File: config.mk
export PLATFORM = sky130hd
export DESIGN_NAME = async_timer2
export DESIGN_NICKNAME = d
export VERILOG_FILES = /design/src/inc/timer2_pkg.sv /design/src/rtl/async_timer2.sv /design/src/rtl/timer_prescaler.sv
export SDC_FILE = /design/constraint.sdc
export NUM_CORES = 1
export LEC_CHECK = 0
export BUFFER_PORTS_ARGS = -buffer_cell sky130_fd_sc_hd__buf_2
export CELL_PAD_IN_SITES_DETAIL_PLACEMENT = 1
export CELL_PAD_IN_SITES_GLOBAL_PLACEMENT = 1
export CORE_MARGIN = 3
export CORE_UTILIZATION = 30
export CTS_CLUSTER_SIZE = 16
export DETAILED_ROUTE_END_ITERATION = 10
export PLACE_DENSITY_LB_ADDON = 0.1
export SLEW_MARGIN = 20
export SYNTH_ARGS = -nofsm -noshare
export SYNTH_HDL_FRONTEND = slang
export SYNTH_SLANG_ARGS = --single-unit
File: constraint.sdc
create_clock -name ref_clk -period 2.8 [get_ports ref_clk]
set_clock_uncertainty 0.15 [all_clocks]
set_input_delay 0.56 -clock ref_clk [delete_from_list [all_inputs] [get_ports ref_clk]]
set_output_delay 0.56 -clock ref_clk [all_outputs]
set_load 0.01 [all_outputs]
File: src/inc/timer2_pkg.sv
// What this block does
// Counter clock is I/O clock unless async selected.
// Prescaler gives /1, /8, /32, /64, /128, /256, /1024, stop.
// Prescaler-reset bit restarts prescaler phase.
// Async writes land after two oscillator edges.
// Each async register owns its holding latch.
// Software waits for busy flag before rewriting.
// Pending counter or compare write blocks matches.
// Wake logic rearms one oscillator cycle later.
// Async sleep wake starts on next timer edge.
// Counter reads via oscillator-edge snapshot register.
// Async flags arrive three cycles after event.
// Compare output changes on timer tick, unsynchronised.
// Software follows the clock-source switch sequence.
// Source switch need not preserve timer registers.
// Async select detaches oscillator pins from port.
// Software sets external-clock bit for clock input.
// Oscillator stops in deep sleep; registers lost.
// Force strobe makes immediate match in non-PWM.
// Force sets no flag, no clear, reads zero.
// Software writes force zero in PWM modes.
// Waveform field picks normal, phase, CTC, fast.
// Software reads counter after busy handshake.
// Busy flag sets on async write, clears on load.
// Clock-select field encodes stop, /1, prescaled taps.
package timer2_pkg;

  localparam int unsigned ADDR_W = 8;
  localparam int unsigned DATA_W = 8;

  localparam logic [7:0] CTRL_OFFSET       = 8'hB0;
  localparam logic [7:0] COUNT_OFFSET      = 8'hB4;
  localparam logic [7:0] COMPARE_OFFSET    = 8'hB8;
  localparam logic [7:0] ASYNC_STAT_OFFSET = 8'hBC;
  localparam logic [7:0] GEN_CTRL_OFFSET   = 8'hC0;
  localparam logic [7:0] IRQ_EN_OFFSET     = 8'hC4;
  localparam logic [7:0] IRQ_FLAG_OFFSET   = 8'hC8;

  localparam int unsigned CTRL_FORCE_BIT = 7;
  localparam int unsigned CTRL_WGM0_BIT  = 6;
  localparam int unsigned CTRL_COM_LSB   = 4;
  localparam int unsigned CTRL_WGM1_BIT  = 3;
  localparam int unsigned CTRL_CS_LSB    = 0;

  localparam int unsigned STAT_EXT_BIT   = 4;
  localparam int unsigned STAT_ASYNC_BIT = 3;
  localparam int unsigned GEN_PSR_BIT    = 0;
  localparam int unsigned IRQ_CMP_BIT    = 1;
  localparam int unsigned IRQ_OVF_BIT    = 0;

  // Slot index equals the busy bit position in the async status register.
  localparam int unsigned SLOT_CTRL    = 0;
  localparam int unsigned SLOT_COMPARE = 1;
  localparam int unsigned SLOT_COUNT   = 2;
  localparam int unsigned SLOTS        = 3;

  localparam logic [7:0] CTRL_RESET    = 8'h00;
  localparam logic [7:0] COUNT_RESET   = 8'h00;
  localparam logic [7:0] COMPARE_RESET = 8'h00;
  localparam logic [7:0] COUNT_MAX     = 8'hFF;
  localparam logic [7:0] COUNT_BOTTOM  = 8'h00;

  localparam logic [1:0] LATCH_LAST_EDGE  = 2'h1;
  localparam int unsigned FLAG_SYNC_CYCLES = 3;

  localparam int unsigned PRESC_W = 10;
  localparam logic [9:0] PRESC_MASK_8    = 10'h007;
  localparam logic [9:0] PRESC_MASK_32   = 10'h01F;
  localparam logic [9:0] PRESC_MASK_64   = 10'h03F;
  localparam logic [9:0] PRESC_MASK_128  = 10'h07F;
  localparam logic [9:0] PRESC_MASK_256  = 10'h0FF;
  localparam logic [9:0] PRESC_MASK_1024 = 10'h3FF;

  typedef enum logic [1:0] {
    WAVE_NORMAL    = 2'b00,
    WAVE_PHASE_PWM = 2'b01,
    WAVE_CTC       = 2'b10,
    WAVE_FAST_PWM  = 2'b11
  } wave_mode_t;

  typedef enum logic [2:0] {
    CS_STOP = 3'b000,
    CS_DIV1 = 3'b001,
    CS_DIV8 = 3'b010,
    CS_DIV32 = 3'b011,
    CS_DIV64 = 3'b100,
    CS_DIV128 = 3'b101,
    CS_DIV256 = 3'b110,
    CS_DIV1024 = 3'b111
  } clock_sel_t;

endpackage

File: src/rtl/async_timer2.sv
`timescale 1ns/1ps
module async_timer2 (
  // Clock and reset
  input  wire logic                      ref_clk,
  input  wire logic                      arst_n,
  // Register port
  input  wire logic [timer2_pkg::ADDR_W-1:0] reg_addr,
  input  wire logic [timer2_pkg::DATA_W-1:0] reg_wdata,
  input  wire logic                      reg_wr,
  input  wire logic                      reg_rd,
  output logic [timer2_pkg::DATA_W-1:0]  reg_rdata,
  // Timer oscillator
  input  wire logic                      osc_pin_in,
  input  wire logic                      osc_halt,
  output logic                           osc_xtal_enable,
  output logic                           osc_pins_detached,
  // Sleep and wake
  input  wire logic                      sleep_save,
  output logic                           wake_req,
  // Compare output
  output logic                           compare_output_pin,
  output logic                           compare_output_en,
  // Interrupt requests and vector acknowledges
  output logic                           irq_compare,
  output logic                           irq_overflow,
  input  wire logic                      irq_compare_ack,
  input  wire logic                      irq_overflow_ack
);
  import timer2_pkg::*;

  // Oscillator pin synchroniser; stages two and three feed the edge detector.
  logic osc_s1_r;
  logic osc_s2_r;
  logic osc_s3_r;
  logic osc_rise;

  always_ff @(posedge ref_clk or negedge arst_n) begin
    if (!arst_n) begin
      osc_s1_r <= 1'b0;
      osc_s2_r <= 1'b0;
      osc_s3_r <= 1'b0;
    end else begin
      osc_s1_r <= osc_pin_in;
      osc_s2_r <= osc_s1_r;
      osc_s3_r <= osc_s2_r;
    end
  end

  logic async_r;
  logic ext_clk_r;
  assign osc_rise = osc_s2_r && !osc_s3_r && !osc_halt;

  // Address decode.
  logic wr_ctrl;
  logic wr_count;
  logic wr_compare;
  logic wr_stat;
  logic wr_gen;
  logic wr_en;
  logic wr_flag;
  assign wr_ctrl    = reg_wr && (reg_addr == CTRL_OFFSET);
  assign wr_count   = reg_wr && (reg_addr == COUNT_OFFSET);
  assign wr_compare = reg_wr && (reg_addr == COMPARE_OFFSET);
  assign wr_stat    = reg_wr && (reg_addr == ASYNC_STAT_OFFSET);
  assign wr_gen     = reg_wr && (reg_addr == GEN_CTRL_OFFSET);
  assign wr_en      = reg_wr && (reg_addr == IRQ_EN_OFFSET);
  assign wr_flag    = reg_wr && (reg_addr == IRQ_FLAG_OFFSET);

  // Per-register holding latches for asynchronous writes.
  logic [SLOTS-1:0] slot_wr;
  logic [SLOTS-1:0] busy;
  logic [SLOTS-1:0] commit;
  logic [7:0]       temp [SLOTS];
  logic             src_changed;
  assign slot_wr[SLOT_CTRL]    = wr_ctrl;
  assign slot_wr[SLOT_COMPARE] = wr_compare;
  assign slot_wr[SLOT_COUNT]   = wr_count;

  for (genvar k = 0; k < SLOTS; k++) begin : g_slot
    logic [7:0] temp_r;
    logic [7:0] temp_nxt;
    logic       busy_r;
    logic       busy_nxt;
    logic [1:0] edge_r;
    logic [1:0] edge_nxt;

    always_comb begin
      temp_nxt  = temp_r;
      busy_nxt  = busy_r;
      edge_nxt  = edge_r;
      commit[k] = busy_r && osc_rise && (edge_r == LATCH_LAST_EDGE);
      if (commit[k]) begin
        busy_nxt = 1'b0;
      end else if (busy_r && osc_rise) begin
        edge_nxt = edge_r + 2'h1;
      end
      // A new write wins over a commit in the same cycle.
      if (slot_wr[k] && async_r) begin
        temp_nxt = reg_wdata;
        busy_nxt = 1'b1;
        edge_nxt = 2'h0;
      end
      // Pending transfers are abandoned when the source changes.
      if (src_changed) begin
        busy_nxt = 1'b0;
      end
    end

    always_ff @(posedge ref_clk or negedge arst_n) begin
      if (!arst_n) begin
        temp_r <= 8'h00;
        busy_r <= 1'b0;
        edge_r <= 2'h0;
      end else begin
        temp_r <= temp_nxt;
        busy_r <= busy_nxt;
        edge_r <= edge_nxt;
      end
    end

    assign busy[k] = busy_r;
    assign temp[k] = temp_r;
  end

  // Destination loads: direct in synchronous mode, from latches otherwise.
  logic       load_ctrl;
  logic       load_count;
  logic       load_compare;
  logic [7:0] val_ctrl;
  logic [7:0] val_count;
  logic [7:0] val_compare;
  assign load_ctrl    = async_r ? commit[SLOT_CTRL] : wr_ctrl;
  assign load_count   = async_r ? commit[SLOT_COUNT] : wr_count;
  assign load_compare = async_r ? commit[SLOT_COMPARE] : wr_compare;
  assign val_ctrl     = async_r ? temp[SLOT_CTRL] : reg_wdata;
  assign val_count    = async_r ? temp[SLOT_COUNT] : reg_wdata;
  assign val_compare  = async_r ? temp[SLOT_COMPARE] : reg_wdata;

  // Timer clock source and prescaler.
  logic src_tick;
  logic timer_tick;
  logic [7:0] ctrl_r;
  assign src_tick = async_r ? osc_rise : 1'b1;

  timer_prescaler #(
    .WIDTH (PRESC_W)
  ) u_presc (
    .ref_clk      (ref_clk),
    .arst_n       (arst_n),
    .src_tick     (src_tick),
    .presc_clear  (wr_gen && reg_wdata[GEN_PSR_BIT]),
    .clock_select (ctrl_r[CTRL_CS_LSB +: 3]),
    .count_tick   (timer_tick)
  );

  // Core timer state.
  logic [7:0] ctrl_nxt;
  logic [7:0] count_r;
  logic [7:0] count_nxt;
  logic [7:0] compare_r;
  logic [7:0] compare_nxt;
  logic [7:0] cmp_act_r;
  logic [7:0] cmp_act_nxt;
  logic       down_r;
  logic       down_nxt;
  logic       oc_r;
  logic       oc_nxt;
  logic       block_r;
  logic       block_nxt;
  logic       async_nxt;
  logic       ext_clk_nxt;
  logic       halt_d_r;
  logic [7:0] shadow_r;
  logic [7:0] shadow_nxt;
  logic [1:0] flags_r;
  logic [1:0] flags_nxt;
  logic [1:0] irq_en_r;
  logic [1:0] irq_en_nxt;
  logic [1:0] pipe_r [FLAG_SYNC_CYCLES];
  logic [1:0] event_now;
  logic [1:0] flag_set;
  logic       wake_pend_r;
  logic       wake_pend_nxt;
  logic       wake_lock_r;
  logic       wake_lock_nxt;
  logic       wake_r;
  logic       wake_nxt;
  logic [7:0] rdata_r;
  logic [7:0] rdata_nxt;
  wave_mode_t mode;
  logic [1:0] com;
  logic       match;
  logic       ovf;
  logic       force_cmp;
  logic       lost;

  assign mode        = wave_mode_t'({ctrl_r[CTRL_WGM1_BIT], ctrl_r[CTRL_WGM0_BIT]});
  assign com         = ctrl_r[CTRL_COM_LSB +: 2];
  assign src_changed = wr_stat && (reg_wdata[STAT_ASYNC_BIT] != async_r);
  assign lost        = halt_d_r && !osc_halt && async_r;

  always_comb begin
    ctrl_nxt      = ctrl_r;
    count_nxt     = count_r;
    compare_nxt   = compare_r;
    cmp_act_nxt   = cmp_act_r;
    down_nxt      = down_r;
    oc_nxt        = oc_r;
    block_nxt     = block_r;
    async_nxt     = async_r;
    ext_clk_nxt   = ext_clk_r;
    shadow_nxt    = shadow_r;
    irq_en_nxt    = irq_en_r;
    wake_pend_nxt = wake_pend_r;
    wake_lock_nxt = wake_lock_r;
    wake_nxt      = 1'b0;
    rdata_nxt     = 8'h00;
    ovf           = 1'b0;
    // Matches are held off while a counter or compare write is in flight.
    match = timer_tick && (count_r == cmp_act_r) && !block_r
            && !busy[SLOT_COUNT] && !busy[SLOT_COMPARE];
    force_cmp = load_ctrl && val_ctrl[CTRL_FORCE_BIT]
                && !val_ctrl[CTRL_WGM0_BIT];

    if (timer_tick) begin
      block_nxt = 1'b0;
      unique case (mode)
        WAVE_NORMAL, WAVE_FAST_PWM: begin
          count_nxt = count_r + 8'h01;
          ovf       = (count_r == COUNT_MAX);
          if (mode == WAVE_FAST_PWM && count_r == COUNT_MAX) begin
            cmp_act_nxt = compare_r;
            if (com[1]) oc_nxt = !com[0];
          end
        end
        WAVE_CTC: begin
          count_nxt = (count_r == cmp_act_r) ? COUNT_BOTTOM : count_r + 8'h01;
          ovf       = (count_r == COUNT_MAX);
        end
        WAVE_PHASE_PWM: begin
          if (!down_r && count_r == COUNT_MAX) begin
            down_nxt    = 1'b1;
            count_nxt   = count_r - 8'h01;
            cmp_act_nxt = compare_r;
          end else if (down_r && count_r == COUNT_BOTTOM) begin
            down_nxt  = 1'b0;
            count_nxt = count_r + 8'h01;
            ovf       = 1'b1;
          end else begin
            count_nxt = down_r ? count_r - 8'h01 : count_r + 8'h01;
          end
        end
      endcase
    end
    if (mode == WAVE_NORMAL || mode == WAVE_CTC) begin
      cmp_act_nxt = compare_r;
    end

    // Output pin moves on the timer tick itself, not on a synchronised copy.
    if (match || force_cmp) begin
      unique case (mode)
        WAVE_NORMAL, WAVE_CTC: begin
          if (com == 2'b01) oc_nxt = !oc_r;
          else if (com != 2'b00) oc_nxt = com[0];
        end
        WAVE_FAST_PWM: begin
          if (com[1]) oc_nxt = com[0];
        end
        WAVE_PHASE_PWM: begin
          if (com[1]) oc_nxt = com[0] ^ down_r;
        end
      endcase
    end

    if (load_ctrl) begin
      ctrl_nxt = {1'b0, val_ctrl[6:0]};
    end
    if (load_count) begin
      count_nxt = val_count;
      block_nxt = 1'b1;
    end
    if (load_compare) begin
      compare_nxt = val_compare;
    end
    if (lost) begin
      ctrl_nxt    = CTRL_RESET;
      count_nxt   = COUNT_RESET;
      compare_nxt = COMPARE_RESET;
    end

    if (wr_stat) begin
      async_nxt   = reg_wdata[STAT_ASYNC_BIT];
      ext_clk_nxt = reg_wdata[STAT_EXT_BIT];
    end
    if (wr_en) begin
      irq_en_nxt = reg_wdata[1:0];
    end

    // Snapshot refreshes only on oscillator edges while asynchronous.
    if (!async_r || osc_rise) begin
      shadow_nxt = count_r;
    end

    // Wake: condition seen in sleep, wake issued on the next timer edge.
    if (sleep_save && async_r && !wake_lock_r && |({match, ovf} & irq_en_r)) begin
      wake_pend_nxt = 1'b1;
    end
    if (wake_pend_r && osc_rise) begin
      wake_nxt      = 1'b1;
      wake_pend_nxt = 1'b0;
      wake_lock_nxt = 1'b1;
    end else if (wake_lock_r && osc_rise) begin
      wake_lock_nxt = 1'b0;
    end

    if (reg_rd) begin
      unique case (reg_addr)
        CTRL_OFFSET:       rdata_nxt = ctrl_r;
        COUNT_OFFSET:      rdata_nxt = async_r ? shadow_r : count_r;
        COMPARE_OFFSET:    rdata_nxt = compare_r;
        ASYNC_STAT_OFFSET: rdata_nxt = {3'b000, ext_clk_r, async_r, busy};
        IRQ_EN_OFFSET:     rdata_nxt = {6'b00_0000, irq_en_r};
        IRQ_FLAG_OFFSET:   rdata_nxt = {6'b00_0000, flags_r};
        default:           rdata_nxt = 8'h00;
      endcase
    end
  end

  // Flag events: the forced compare never reaches here.
  assign event_now[IRQ_CMP_BIT] = match;
  assign event_now[IRQ_OVF_BIT] = ovf;
  assign flag_set  = async_r ? pipe_r[FLAG_SYNC_CYCLES-1] : event_now;
  assign flags_nxt = (flags_r & ~({2{wr_flag}} & reg_wdata[1:0])
                      & ~{irq_compare_ack, irq_overflow_ack}) | flag_set;

  always_ff @(posedge ref_clk or negedge arst_n) begin
    if (!arst_n) begin
      for (int i = 0; i < FLAG_SYNC_CYCLES; i++) pipe_r[i] <= 2'b00;
    end else begin
      pipe_r[0] <= event_now;
      for (int i = 1; i < FLAG_SYNC_CYCLES; i++) pipe_r[i] <= pipe_r[i-1];
    end
  end

  always_ff @(posedge ref_clk or negedge arst_n) begin
    if (!arst_n) begin
      ctrl_r      <= CTRL_RESET;
      count_r     <= COUNT_RESET;
      compare_r   <= COMPARE_RESET;
      cmp_act_r   <= COMPARE_RESET;
      down_r      <= 1'b0;
      oc_r        <= 1'b0;
      block_r     <= 1'b0;
      async_r     <= 1'b0;
      ext_clk_r   <= 1'b0;
      halt_d_r    <= 1'b0;
      shadow_r    <= COUNT_RESET;
      flags_r     <= 2'b00;
      irq_en_r    <= 2'b00;
      wake_pend_r <= 1'b0;
      wake_lock_r <= 1'b0;
      wake_r      <= 1'b0;
      rdata_r     <= 8'h00;
    end else begin
      ctrl_r      <= ctrl_nxt;
      count_r     <= count_nxt;
      compare_r   <= compare_nxt;
      cmp_act_r   <= cmp_act_nxt;
      down_r      <= down_nxt;
      oc_r        <= oc_nxt;
      block_r     <= block_nxt;
      async_r     <= async_nxt;
      ext_clk_r   <= ext_clk_nxt;
      halt_d_r    <= osc_halt;
      shadow_r    <= shadow_nxt;
      flags_r     <= flags_nxt;
      irq_en_r    <= irq_en_nxt;
      wake_pend_r <= wake_pend_nxt;
      wake_lock_r <= wake_lock_nxt;
      wake_r      <= wake_nxt;
      rdata_r     <= rdata_nxt;
    end
  end

  assign reg_rdata          = rdata_r;
  assign osc_pins_detached  = async_r;
  assign osc_xtal_enable    = async_r && !ext_clk_r && !osc_halt;
  assign wake_req           = wake_r;
  assign compare_output_pin = oc_r;
  assign compare_output_en  = (com != 2'b00);
  assign irq_compare        = flags_r[IRQ_CMP_BIT] && irq_en_r[IRQ_CMP_BIT];
  assign irq_overflow       = flags_r[IRQ_OVF_BIT] && irq_en_r[IRQ_OVF_BIT];

endmodule

File: src/rtl/timer_prescaler.sv
`timescale 1ns/1ps
module timer_prescaler #(
  parameter int unsigned WIDTH = timer2_pkg::PRESC_W
) (
  // Clock and reset
  input  wire logic       ref_clk,
  input  wire logic       arst_n,
  // Source and control
  input  wire logic       src_tick,
  input  wire logic       presc_clear,
  input  wire logic [2:0] clock_select,
  // Prescaled timer tick
  output logic            count_tick
);
  import timer2_pkg::*;

  if (WIDTH != PRESC_W) begin : g_width_check
    $error("timer_prescaler: WIDTH must equal PRESC_W");
  end

  logic [WIDTH-1:0] presc_r;
  logic [WIDTH-1:0] presc_nxt;
  logic [WIDTH-1:0] tap_mask;

  always_comb begin
    tap_mask   = '0;
    count_tick = 1'b0;
    unique case (clock_sel_t'(clock_select))
      CS_STOP:    tap_mask = '0;
      CS_DIV1:    tap_mask = '0;
      CS_DIV8:    tap_mask = PRESC_MASK_8;
      CS_DIV32:   tap_mask = PRESC_MASK_32;
      CS_DIV64:   tap_mask = PRESC_MASK_64;
      CS_DIV128:  tap_mask = PRESC_MASK_128;
      CS_DIV256:  tap_mask = PRESC_MASK_256;
      CS_DIV1024: tap_mask = PRESC_MASK_1024;
    endcase
    // A tap fires when all of its low prescaler bits are ones.
    if (clock_select != CS_STOP) begin
      count_tick = src_tick && ((presc_r & tap_mask) == tap_mask);
    end
    presc_nxt = presc_r;
    if (presc_clear) begin
      presc_nxt = '0;
    end else if (src_tick) begin
      presc_nxt = presc_r + WIDTH'(1);
    end
  end

  always_ff @(posedge ref_clk or negedge arst_n) begin
    if (!arst_n) begin
      presc_r <= '0;
    end else begin
      presc_r <= presc_nxt;
    end
  end

endmodule

==> impl_summary.log, run 1 <==
[metrics] outcome: finished clean
[metrics] total global-route track usage: 0.173
[metrics] Setup-failing EPs final: 0
[metrics] Worst VDD drop: ~0.28 mV
[metrics] final weighted congestion of routability-driven global placement: between 0.7 and 0.8
[metrics] dominant synthesized flop cell: sky130_fd_sc_hd__dfrtp_1
[metrics] count of maximum capacitance violations: 0
[metrics] slew at the pin closest to its max-slew limit: ~0.97 ns
[metrics] area added between synthesis and finish: 16.0%
[metrics] smallest setup slack after layout: 0.203 ns
[metrics] number of design rule violations left after detail routing: 0
[metrics] TritonCTS clock tree: yes
[metrics] number of vias per cell after detailed routing: ~5.2
[metrics] max-slew violation count: 0
[metrics] deepest level of the CTS H-tree: 3
[metrics] dominant cell by count in the synthesized netlist: sky130_fd_sc_hd__dfrtp_1
[metrics] share of synthesized cell area in and, or, nand and nor gates: 0.174
[metrics] critical path's top delay family: compound AO/OA/AOI/OAI gates
[metrics] violation count after the first detailed-route iteration: 221
[metrics] initial cell density of the core: 0.310
[metrics] area of the mapped netlist: 5890 µm²
[metrics] clock latency at the later pin of the worst-skew pair: approximately 0.37 ns
[metrics] Rows: 50
[metrics] Resized Gates After CTS: 0
[metrics] DR pass1 iterations: 5
[metrics] crit-path max FO: 8
[metrics] Critical Path Source Type: flop
[metrics] Leakage: a little over 0.003 µW
[metrics] clk slew on worst S/H paths: roughly 0.08 ns
[metrics] clk sink count: ~110
[metrics] CP most frequent cell: sky130_fd_sc_hd__inv_1
[metrics] overall overflow remaining after global route: 0
[metrics] compound-gate portion of the synthesized area: 0.127
[metrics] largest family of logic cells by synthesized area: simple AND/OR/NAND/NOR gates
[metrics] min cycle time layout: between 2 and 3 ns
[metrics] Synth Area in XOR/XNOR: 0.0431
[metrics] EDFF count, synth: 0
[metrics] largest net degree at the start of global routing: between 100 and 150
[metrics] Synth Warn #: 0
[metrics] final wirelength: roughly 18,000 µm
[metrics] number of cells in the design after placement: 870
[metrics] type of the setup path with the least slack: flop to flop
[metrics] maximum root-to-sink buffer count: 2
[metrics] area share of fa/ha/maj cells after synthesis: 0.0255
[metrics] fraction of synthesis flops using an asynchronous set or reset pin: 1.00
[metrics] number of buffer and inverter instances along the worst setup path: 2
[metrics] delay of the slowest critical-path stage: roughly 0.59 ns
[metrics] length in cells of the worst reg-to-reg path: 7
[metrics] Mapped Nets: 607
[metrics] multiplexer share of the synthesized area: 0.117
[metrics] number of global-route vias before repair: 4,926
[metrics] share of synthesized area occupied by flip-flops and latches: 0.476
[metrics] dominant cell type by area after synthesis: sky130_fd_sc_hd__dfrtp_1
[metrics] master of the slowest instance on the critical path: sky130_fd_sc_hd__o32ai_2
[metrics] Die Span Y: about 150 µm
[metrics] Inserted Clock Buffers: 9
[metrics] post-layout total power: about 4500 µW
[metrics] placeable core area: between 15,000 and 20,000 µm²
[metrics] setup repair after global routing missed its margin: false
[metrics] Fin. Hold Viols: 0
[metrics] share of the synthesized area in the top cell type: 0.476
[metrics] total die area: roughly 21,000 µm²
[metrics] Power per Cell Area: 654 nW/µm²
[metrics] most numerous cell types in the synthesized netlist: sky130_fd_sc_hd__dfrtp_1 (112), sky130_fd_sc_hd__mux2_2 (56), sky130_fd_sc_hd__nor2_1 (51)
[metrics] Detail Route Antenna Nets: 0
[metrics] share of the clock period used by the worst path: 0.928
[metrics] Crit path arrival time: between 2 and 3 ns
[metrics] WL/cell: between 20 and 25 µm
[metrics] number of antenna violations at the first check in global routing: 0
[metrics] clock tree root driver cell: sky130_fd_sc_hd__clkbuf_16
[metrics] Vias: around 4,600
[metrics] type of the tightest min-delay check: input port to async pin
[metrics] postcts setup bufs: 0
[metrics] element type at the critical path end: flop
[metrics] f_max: roughly 390 MHz
[metrics] syn_area_per_cell: between 10 and 15 µm²
[metrics] number of buffers inserted by port buffering: 39
[metrics] Critical Path, Cell by Cell: inv_1, ha_1, inv_1, o22ai_1, nor3_1, o32ai_2, mux2_2
[metrics] flops & latches, synth: roughly 110
[metrics] die width: 146 µm
[metrics] HPWL after DPL: ~13,000 µm
[metrics] Final #Nets: about 660
[metrics] Cells after Synth: 570
[metrics] count of distinct cell types in the synthesized netlist: 66
[metrics] Top Ports: 40
[metrics] Crit. path cell count: 7
[metrics] minimum setup slack after placement: 0.130 ns
[metrics] # hold bufs at CTS: 0
[metrics] sum of negative setup slack: 0 ns
[metrics] critical path data required time: 2.90 ns
[metrics] Layout Cells excl Fill: between 800 and 900
[metrics] global-route wire length before repair: 28,700 µm
[metrics] cell types with the largest area share after synthesis: sky130_fd_sc_hd__dfrtp_1 (48%), sky130_fd_sc_hd__mux2_2 (11%), sky130_fd_sc_hd__a21oi_1 (3.6%), sky130_fd_sc_hd__nor2_1 (3.3%), sky130_fd_sc_hd__nand2_1 (2.9%)
[metrics] share of post-route cells with drive strength above 1: 0.254
[metrics] relative slew slack: 0.349
## cell type report
cell class,instances,area [µm²]
Fill cell,2202,12200
Tap cell,260,325
Clock inverter,5,40.0
Timing Repair Buffer,73,478
Antenna cell,1,2.50
Multi-Input combinational cell,407,2880
Inverter,18,67.6
Sequential cell,112,2800
Clock buffer,11,233
## path summary, 6_finish.rpt
check,from,endpoint,slack (ns)
hold / removal,arst_n,u_presc.presc_r[1],0.08
setup reg to reg,ctrl_r[3],cmp_act_r[6],0.20
hold reg to reg,osc_s1_r,osc_s2_r,0.20
max in group asynchronous,arst_n,osc_pins_detached,1.87
min in group ref_clk,osc_pin_in,osc_s1_r,0.15
setup / recovery,ctrl_r[3],cmp_act_r[6],0.20
## cell usage in the layout, fill, tap and decap left out, types with 8 or more instances in the layout
cell and count:
sky130_fd_sc_hd__nand3_1 13, sky130_fd_sc_hd__dfrtp_1 111, sky130_fd_sc_hd__o31ai_1 10, sky130_fd_sc_hd__o21ai_0 8
sky130_fd_sc_hd__and3_1 9, sky130_fd_sc_hd__buf_2 38, sky130_fd_sc_hd__nor2_1 51, sky130_fd_sc_hd__buf_4 33
sky130_fd_sc_hd__a21oi_1 42, sky130_fd_sc_hd__and2_1 8, sky130_fd_sc_hd__nand4_1 10, sky130_fd_sc_hd__xor2_1 13
sky130_fd_sc_hd__nor3_1 12, sky130_fd_sc_hd__mux2_2 56, sky130_fd_sc_hd__xnor2_1 16, sky130_fd_sc_hd__ha_1 12
sky130_fd_sc_hd__nand2b_1 8, sky130_fd_sc_hd__inv_1 18, sky130_fd_sc_hd__clkbuf_16 9, sky130_fd_sc_hd__nand2_1 46
## logic make-up (layout without fill, tap and decap cells)
kind of cell | Yosys count | count (layout)
mux | 62 | 62
compound gates | 110 | 110
flops | 112 | 112
xor+xnor | 29 | 29
simple gates | 194 | 194
other cells | 0 | 1
buf+inv | 51 | 107
fa+ha+maj | 12 | 12
## state kept, by name (all words and copies together), names as in the netlist, 2 cells and up
name	cells
u_presc.presc_r	10
ctrl_r	7
irq_en_r	2
flags_r	2
g_slot.busy_r	3
compare_r	8
g_slot.edge_r	6
pipe_r	6
reg_rdata	8
cmp_act_r	8
g_slot.temp_r	24
count_r	8
shadow_r	8
## routing by layer
metal  GRT usage  part of all wire  wire length, µm
met5           0                 0                0
met2       0.283              0.48             8580
met3      0.0273             0.029              527
met1       0.236              0.47             8500
met4      0.0555             0.016              295
## where the power goes
part | total [µW] | switching, µW | internal, µW
clock network | 1260 | 639 | 616
registers | 2140 | 292 | 1840
logic | 1070 | 553 | 518
total | 4460 | 1480 | 2980
## through the flow
step,hold slack (ns),utilization,cell area (µm²)
CTS,0.138,0.359,6820
global placement,0.182,0.344,6550
floorplan,0.114,-,5890
finish,0.0783,0.359,6830
detailed placement,0.186,0.344,6550
global route,0.135,0.359,6830
Power figures use the tool's default switching activity.
==> inputs of run 2 (changes only) <==
Settings changed: CTS_BUF_LIST set to sky130_fd_sc_hd__clkbuf_16.
==> run 2 against run 1 <==
Sequential power is essentially flat; sequential share of layout area stayed put; total power fell by 0.15%; routed wire length did not move; critical path depth is the same; sequential cell count is the same; critical endpoint unchanged; largest power group unchanged.
==> impl_summary.log, run 2 (synthesized netlist as in run 1, its figures left out) <==
[metrics] Die Span Y: 146 µm (unchanged)
[metrics] sum of negative setup slack: 0 ns (unchanged)
[metrics] Worst VDD drop: 0.275 mV (about the same)
[metrics] TritonCTS clock tree: yes
[metrics] Detail Route Antenna Nets: 0 (unchanged)
[metrics] total die area: 21,300 µm² (unchanged)
[metrics] type of the tightest min-delay check: input port to async pin
[metrics] share of the clock period used by the worst path: 0.928 (about the same)
[metrics] clock tree root driver cell: sky130_fd_sc_hd__clkbuf_16
[metrics] Top Registers: g_slot.temp_r x24, u_presc.presc_r x10
[metrics] initial cell density of the core: 0.310 (unchanged)
[metrics] crit-path max FO: 8 (unchanged)
[metrics] overall overflow remaining after global route: 0 (unchanged)
[metrics] commonest non-fill, non-tap cell in the layout: sky130_fd_sc_hd__dfrtp_1
[metrics] WL/cell: 20.2 µm (unchanged)
[metrics] violation count after the first detailed-route iteration: 221 (unchanged)
[metrics] endpoint of the worst-slack reg-to-reg timing path: cmp_act_r[6]
[metrics] outcome: finished clean
[metrics] relative slew slack: 0.349 (unchanged)
[metrics] Crit path arrival time: 2.70 ns (about the same)
[metrics] global-route wire length before repair: 28,700 µm (unchanged)
[metrics] f_max: 385 MHz (about the same)
[metrics] total global-route track usage: 0.173 (unchanged)
[metrics] clk sink count: 112 (unchanged)
[metrics] register with the most flip-flops: g_slot.temp_r
[metrics] Largest register FFs: 24 (unchanged)
[metrics] # hold bufs at CTS: 0 (unchanged)
[metrics] clk slew on worst S/H paths: 0.08 ns (about the same)
[metrics] most used cells in the layout excluding fill and tap cells: sky130_fd_sc_hd__dfrtp_1 (111), sky130_fd_sc_hd__mux2_2 (56), sky130_fd_sc_hd__nor2_1 (51)
[metrics] postcts setup bufs: 0 (unchanged)
[metrics] largest net degree at the start of global routing: 113 (unchanged)
[metrics] share of post-route cells with drive strength above 1: 0.254 (unchanged)
[metrics] Fin. Hold Viols: 0 (unchanged)
[metrics] number of buffers inserted by port buffering: 39 (unchanged)
[metrics] Final #Nets: 658 (unchanged)
[metrics] type of the setup path with the least slack: flop to flop
[metrics] clock latency at the later pin of the worst-skew pair: 0.37 ns (about the same)
[metrics] number of global-route vias before repair: 4,926 (unchanged)
[metrics] length in cells of the worst reg-to-reg path: 7 (unchanged)
[metrics] Power per Cell Area: 653 nW/µm² (-0.15%)
[metrics] slew at the pin closest to its max-slew limit: 0.968 ns (unchanged)
[metrics] max-slew violation count: 0 (unchanged)
[metrics] area added between synthesis and finish: 16.0% (unchanged)
[metrics] number of vias per cell after detailed routing: 5.17 (unchanged)
[metrics] maximum root-to-sink buffer count: 2 (unchanged)
[metrics] register-to-register setup slack: 0.20 ns (about the same)
[metrics] Critical Path Source Type: flop
[metrics] Leakage: 0.00308 µW (+0.27%)
[metrics] count of maximum capacitance violations: 0 (unchanged)
[metrics] Setup-failing EPs final: 0 (unchanged)
[metrics] Inserted Clock Buffers: 9 (unchanged)
[metrics] CP most frequent cell: sky130_fd_sc_hd__inv_1
[metrics] Vias: 4,583 (unchanged)
[metrics] Top Ports: 40 (unchanged)
[metrics] final wirelength: 17,900 µm (unchanged)
[metrics] setup repair after global routing missed its margin: false
[metrics] number of design rule violations left after detail routing: 0 (unchanged)
[metrics] final weighted congestion of routability-driven global placement: 0.794 (unchanged)
[metrics] master of the slowest instance on the critical path: sky130_fd_sc_hd__o32ai_2
[metrics] delay of the slowest critical-path stage: 0.59 ns (about the same)
[metrics] Critical Path, Cell by Cell: inv_1, ha_1, inv_1, o22ai_1, nor3_1, o32ai_2, mux2_2
[metrics] number of antenna violations at the first check in global routing: 0 (unchanged)
[metrics] placeable core area: 19,000 µm² (unchanged)
[metrics] critical path data required time: 2.90 ns (about the same)
[metrics] DR pass1 iterations: 5 (unchanged)
[metrics] Reg-to-Reg Start: ctrl_r[3]
[metrics] post-layout total power: 4460 µW (-0.15%)
[metrics] deepest level of the CTS H-tree: 3 (unchanged)
[metrics] element type at the critical path end: flop
[metrics] Rows: 50 (unchanged)
[metrics] HPWL after DPL: 13,300 µm (unchanged)
[metrics] die width: 146 µm (unchanged)
[metrics] min cycle time layout: 2.60 ns (+0.000242 ns)
[run 2: changes by cell type in the layout (fill, tap and decap cells not counted), sizes merged]
cell    change
clkbuf      -2
inv         +2
[run 2: critical path: cells and delay by family, from the launching register on]
| kind | cells | cell delay [ns] |
|---|---|---|
| simple gates | 1 | 0.11 |
| fa+ha+maj | 1 | 0.30 |
| mux | 1 | 0.41 |
| flops | 1 | 0.46 |
| compound gates | 2 | 0.78 |
| buf+inv | 2 | 0.26 |
[run 2: routing by layer]
metal / wire [µm] / track usage / share of wire
met1: 8500 / 0.236 / 0.47
met4: 295 / 0.0555 / 0.016
met3: 527 / 0.0273 / 0.029
met5: 0 / 0 / 0
met2: 8580 / 0.283 / 0.48
[run 2: worst max-delay path by stage]
| stage | slack [ns] | start | endpoint |
|---|---|---|---|
| 2_1_floorplan | 0.39 | osc_pins_detached | osc_xtal_enable |
| 5_1_grt | 0.04 | count_r[3] | count_r[6] |
| 3_5_place_dp | 0.13 | osc_halt | cmp_act_r[4] |
| 4_1_cts | 0.17 | count_r[3] | count_r[7] |
| 3_3_place_gp | 0.19 | osc_halt | cmp_act_r[2] |
| 6_report | 0.20 | ctrl_r[3] | cmp_act_r[6] |
[run 2: layout make-up]
cell class	count	area, µm²
fill	2202	12200
clock buffer	9	225
sequential	112	2800
antenna	1	2.50
clock inverter	7	47.5
multi-input combinational	407	2880
inverter	18	67.6
timing repair buffer	73	478
tap	260	325
[run 2: through the flow]
stage | hold slack [ns] | cell area, µm² | utilization | cells | worst slack (ns)
2_1_floorplan | 0.114 | 5890 | - | 570 | 0.387
3_3_place_gp | 0.182 | 6550 | 0.344 | 870 | 0.190
3_5_place_dp | 0.186 | 6550 | 0.344 | 870 | 0.130
4_1_cts | 0.138 | 6820 | 0.359 | 886 | 0.169
5_1_grt | 0.135 | 6830 | 0.359 | 886 | 0.0390
6_report | 0.0783 | 6830 | 0.359 | 887 | 0.202
[run 2: power breakdown]
part	internal, µW	switching (µW)
combinational	518	553
sequential	1840	292
clock	609	640
[run 2: what timing repair did]
item | 4_1_cts | 5_1_grt
endpoints found under the setup margin | 0 | 9
hold endpoints to repair | 0 | 0
gates resized for setup | 0 | 2
==> inputs of run 3 (changes only) <==
Settings changed: PLACE_DENSITY_LB_ADDON 0.1 to 0.12.
==> run 3 against run 2 <==
Clock-buffer cell count did not move; critical endpoint is now cmp_act_r[1]; cell count rose by 0.11%; core utilization rose by 0.12 points; total power barely moved; sequential power barely moved; register-to-register slack improved by 0.02 ns; routed wire length fell by 2.3%; non-clock buffer count rose by 2.
==> impl_summary.log, run 3 (synthesized netlist as in run 1, its figures left out) <==
[metrics] Leakage: 0.00308 µW (about the same)
[metrics] slew at the pin closest to its max-slew limit: 0.949 ns (-0.0199 ns)
[metrics] critical path data required time: 2.89 ns (about the same)
[metrics] number of cells in the design after placement: 872 (+0.23%)
[metrics] final wirelength: 17,500 µm (-2.3%)
[metrics] sum of negative setup slack: 0 ns (unchanged)
[metrics] Top Registers: g_slot.temp_r x24, u_presc.presc_r x10
[metrics] endpoint of the worst-slack reg-to-reg timing path: cmp_act_r[1]
[metrics] outcome: finished clean
[metrics] deepest level of the CTS H-tree: 3 (unchanged)
[metrics] max-slew violation count: 0 (unchanged)
[metrics] Power per Cell Area: 650 nW/µm² (-0.35%)
[metrics] clock latency at the later pin of the worst-skew pair: 0.35 ns (-0.02 ns)
[metrics] share of the clock period used by the worst path: 0.920 (-0.00788)
[metrics] number of design rule violations left after detail routing: 0 (unchanged)
[metrics] setup repair after global routing missed its margin: false
[metrics] Crit path arrival time: 2.66 ns (-0.04 ns)
[metrics] clk sink count: 112 (unchanged)
[metrics] share of post-route cells with drive strength above 1: 0.256 (+0.00238)
[metrics] post-route worst hold slack: 0.0655 ns (-0.0128 ns)
[metrics] Layout Cells excl Fill: 888 (+0.11%)
[metrics] crit-path max FO: 12 (+4)
[metrics] overall overflow remaining after global route: 0 (unchanged)
[metrics] min cycle time layout: 2.58 ns (-0.0221 ns)
[metrics] clk slew on worst S/H paths: 0.08 ns (about the same)
[metrics] f_max: 388 MHz (+0.86%)
[metrics] commonest non-fill, non-tap cell in the layout: sky130_fd_sc_hd__dfrtp_1
[metrics] length in cells of the worst reg-to-reg path: 6 (-1)
[metrics] count of maximum capacitance violations: 0 (unchanged)
[metrics] relative slew slack: 0.362 (+0.0134)
[metrics] placeable core area: 19,000 µm² (unchanged)
[metrics] number of buffers inserted by port buffering: 39 (unchanged)
[metrics] Critical Path Source Type: flop
[metrics] postcts setup bufs: 0 (unchanged)
[metrics] largest net degree at the start of global routing: 44 (-61%)
[metrics] Top Ports: 40 (unchanged)
[metrics] number of vias per cell after detailed routing: 5.05 (-2.3%)
[metrics] Rows: 50 (unchanged)
[metrics] number of antenna violations at the first check in global routing: 0 (unchanged)
[metrics] Resized Gates After CTS: 0 (unchanged)
[metrics] DR pass1 iterations: 4 (-1)
[metrics] final weighted congestion of routability-driven global placement: 0.841 (+6.0%)
[metrics] Setup-failing EPs final: 0 (unchanged)
[metrics] total area of sequential cells: 2800 µm² (unchanged)
[metrics] type of the tightest min-delay check: input port to async pin
[metrics] Filler Cell Count: 2,187 (-0.68%)
[metrics] WL/cell: 19.7 µm (-2.4%)
[metrics] Fin. Hold Viols: 0 (unchanged)
[metrics] clock tree root driver cell: sky130_fd_sc_hd__clkbuf_16
[metrics] violation count after the first detailed-route iteration: 228 (+3.2%)
[metrics] Final #Nets: 660 (+0.30%)
[metrics] type of the setup path with the least slack: flop to flop
[metrics] most used cells in the layout excluding fill and tap cells: sky130_fd_sc_hd__dfrtp_1 (111), sky130_fd_sc_hd__mux2_2 (56), sky130_fd_sc_hd__nor2_1 (51)
[metrics] TritonCTS clock tree: yes
[metrics] total global-route track usage: 0.169 (-0.00399)
[metrics] Vias: 4,483 (-2.2%)
[metrics] Inserted Clock Buffers: 9 (unchanged)
[metrics] area of the multi-input gates: 2880 µm² (about the same)
[metrics] area added between synthesis and finish: 16.4%
[metrics] global-route wire length before repair: 28,400 µm (-0.91%)
[metrics] element type at the critical path end: flop
[metrics] Die Span Y: 146 µm (unchanged)
[metrics] total die area: 21,300 µm² (unchanged)
[metrics] maximum root-to-sink buffer count: 2 (unchanged)
[metrics] Worst VDD drop: 0.308 mV (+12%)
[metrics] HPWL after DPL: 13,500 µm (+1.9%)
[metrics] register with the most flip-flops: g_slot.temp_r
[metrics] number of global-route vias before repair: 4,958 (+0.65%)
[metrics] Reg-to-Reg Start: count_r[3]
[metrics] register-to-register setup slack: 0.22 ns (+0.02 ns)
[metrics] Detail Route Antenna Nets: 0 (unchanged)
[metrics] die width: 146 µm (unchanged)
[metrics] # hold bufs at CTS: 0 (unchanged)
[metrics] initial cell density of the core: 0.310 (unchanged)
[metrics] Antenna diodes: 0 (-1)
[metrics] post-layout total power: 4460 µW (about the same)
[metrics] Largest register FFs: 24 (unchanged)
run 3: cell types whose count changed in the layout (fill, tap and decap cells not counted), moves of 2 or more:
cell,change
sky130_fd_sc_hd__buf_4,+3
sky130_fd_sc_hd__clkinv_2,-2
sky130_fd_sc_hd__clkinv_8,+2
sky130_fd_sc_hd__inv_1,-2
sky130_fd_sc_hd__inv_8,-2
run 3: worst max-delay path: stages (launching register included):
cell and delay [ns]:
sky130_fd_sc_hd__dfrtp_1 0.63, sky130_fd_sc_hd__nand4_1 0.27, sky130_fd_sc_hd__nor3_1 0.51, sky130_fd_sc_hd__o22ai_1 0.14
sky130_fd_sc_hd__nor3_1 0.21, sky130_fd_sc_hd__o32ai_2 0.22, sky130_fd_sc_hd__mux2_2 0.33
run 3: stage by stage:
| step | worst slack, ns | utilization | instance area (µm²) |
|---|---|---|---|
| 2_1_floorplan | 0.387 | - | 5890 |
| 3_3_place_gp | 0.235 | 0.344 | 6550 |
| 3_5_place_dp | 0.191 | 0.344 | 6550 |
| 4_1_cts | 0.231 | 0.360 | 6840 |
| 5_1_grt | 0.0264 | 0.360 | 6850 |
| 6_report | 0.224 | 0.360 | 6850 |
run 3: report_power, final:
part	internal [µW]	total (µW)	switching [µW]
Combinational	501	1030	533
Clock	622	1270	649
Sequential	1840	2150	307
Total	2970	4460	1490
run 3: final cells by class:
cell class	instances	area share
tap	260	0.0475
timing repair buffer	75	0.0701
inverter	18	0.00986
clock inverter	7	0.0100
sequential	112	0.409
multi-input combinational	407	0.420
clock buffer	9	0.0329
run 3: how the worst max path moves through the flow:
stage | start | end | slack, ns
2_1_floorplan | osc_pins_detached | osc_xtal_enable | 0.39
3_3_place_gp | osc_halt | wake_pend_r | 0.23
3_5_place_dp | osc_halt | wake_pend_r | 0.19
4_1_cts | count_r[3] | count_r[6] | 0.23
5_1_grt | count_r[3] | cmp_act_r[3] | 0.03
6_report | count_r[3] | cmp_act_r[1] | 0.22
run 3: per-layer routing:
metal	wire, µm	GRT usage	up-vias
met5	0	0	-
met4	227	0.0428	0
met3	664	0.0307	14
met2	8180	0.273	55
met1	8420	0.235	2265
li1	-	-	2149
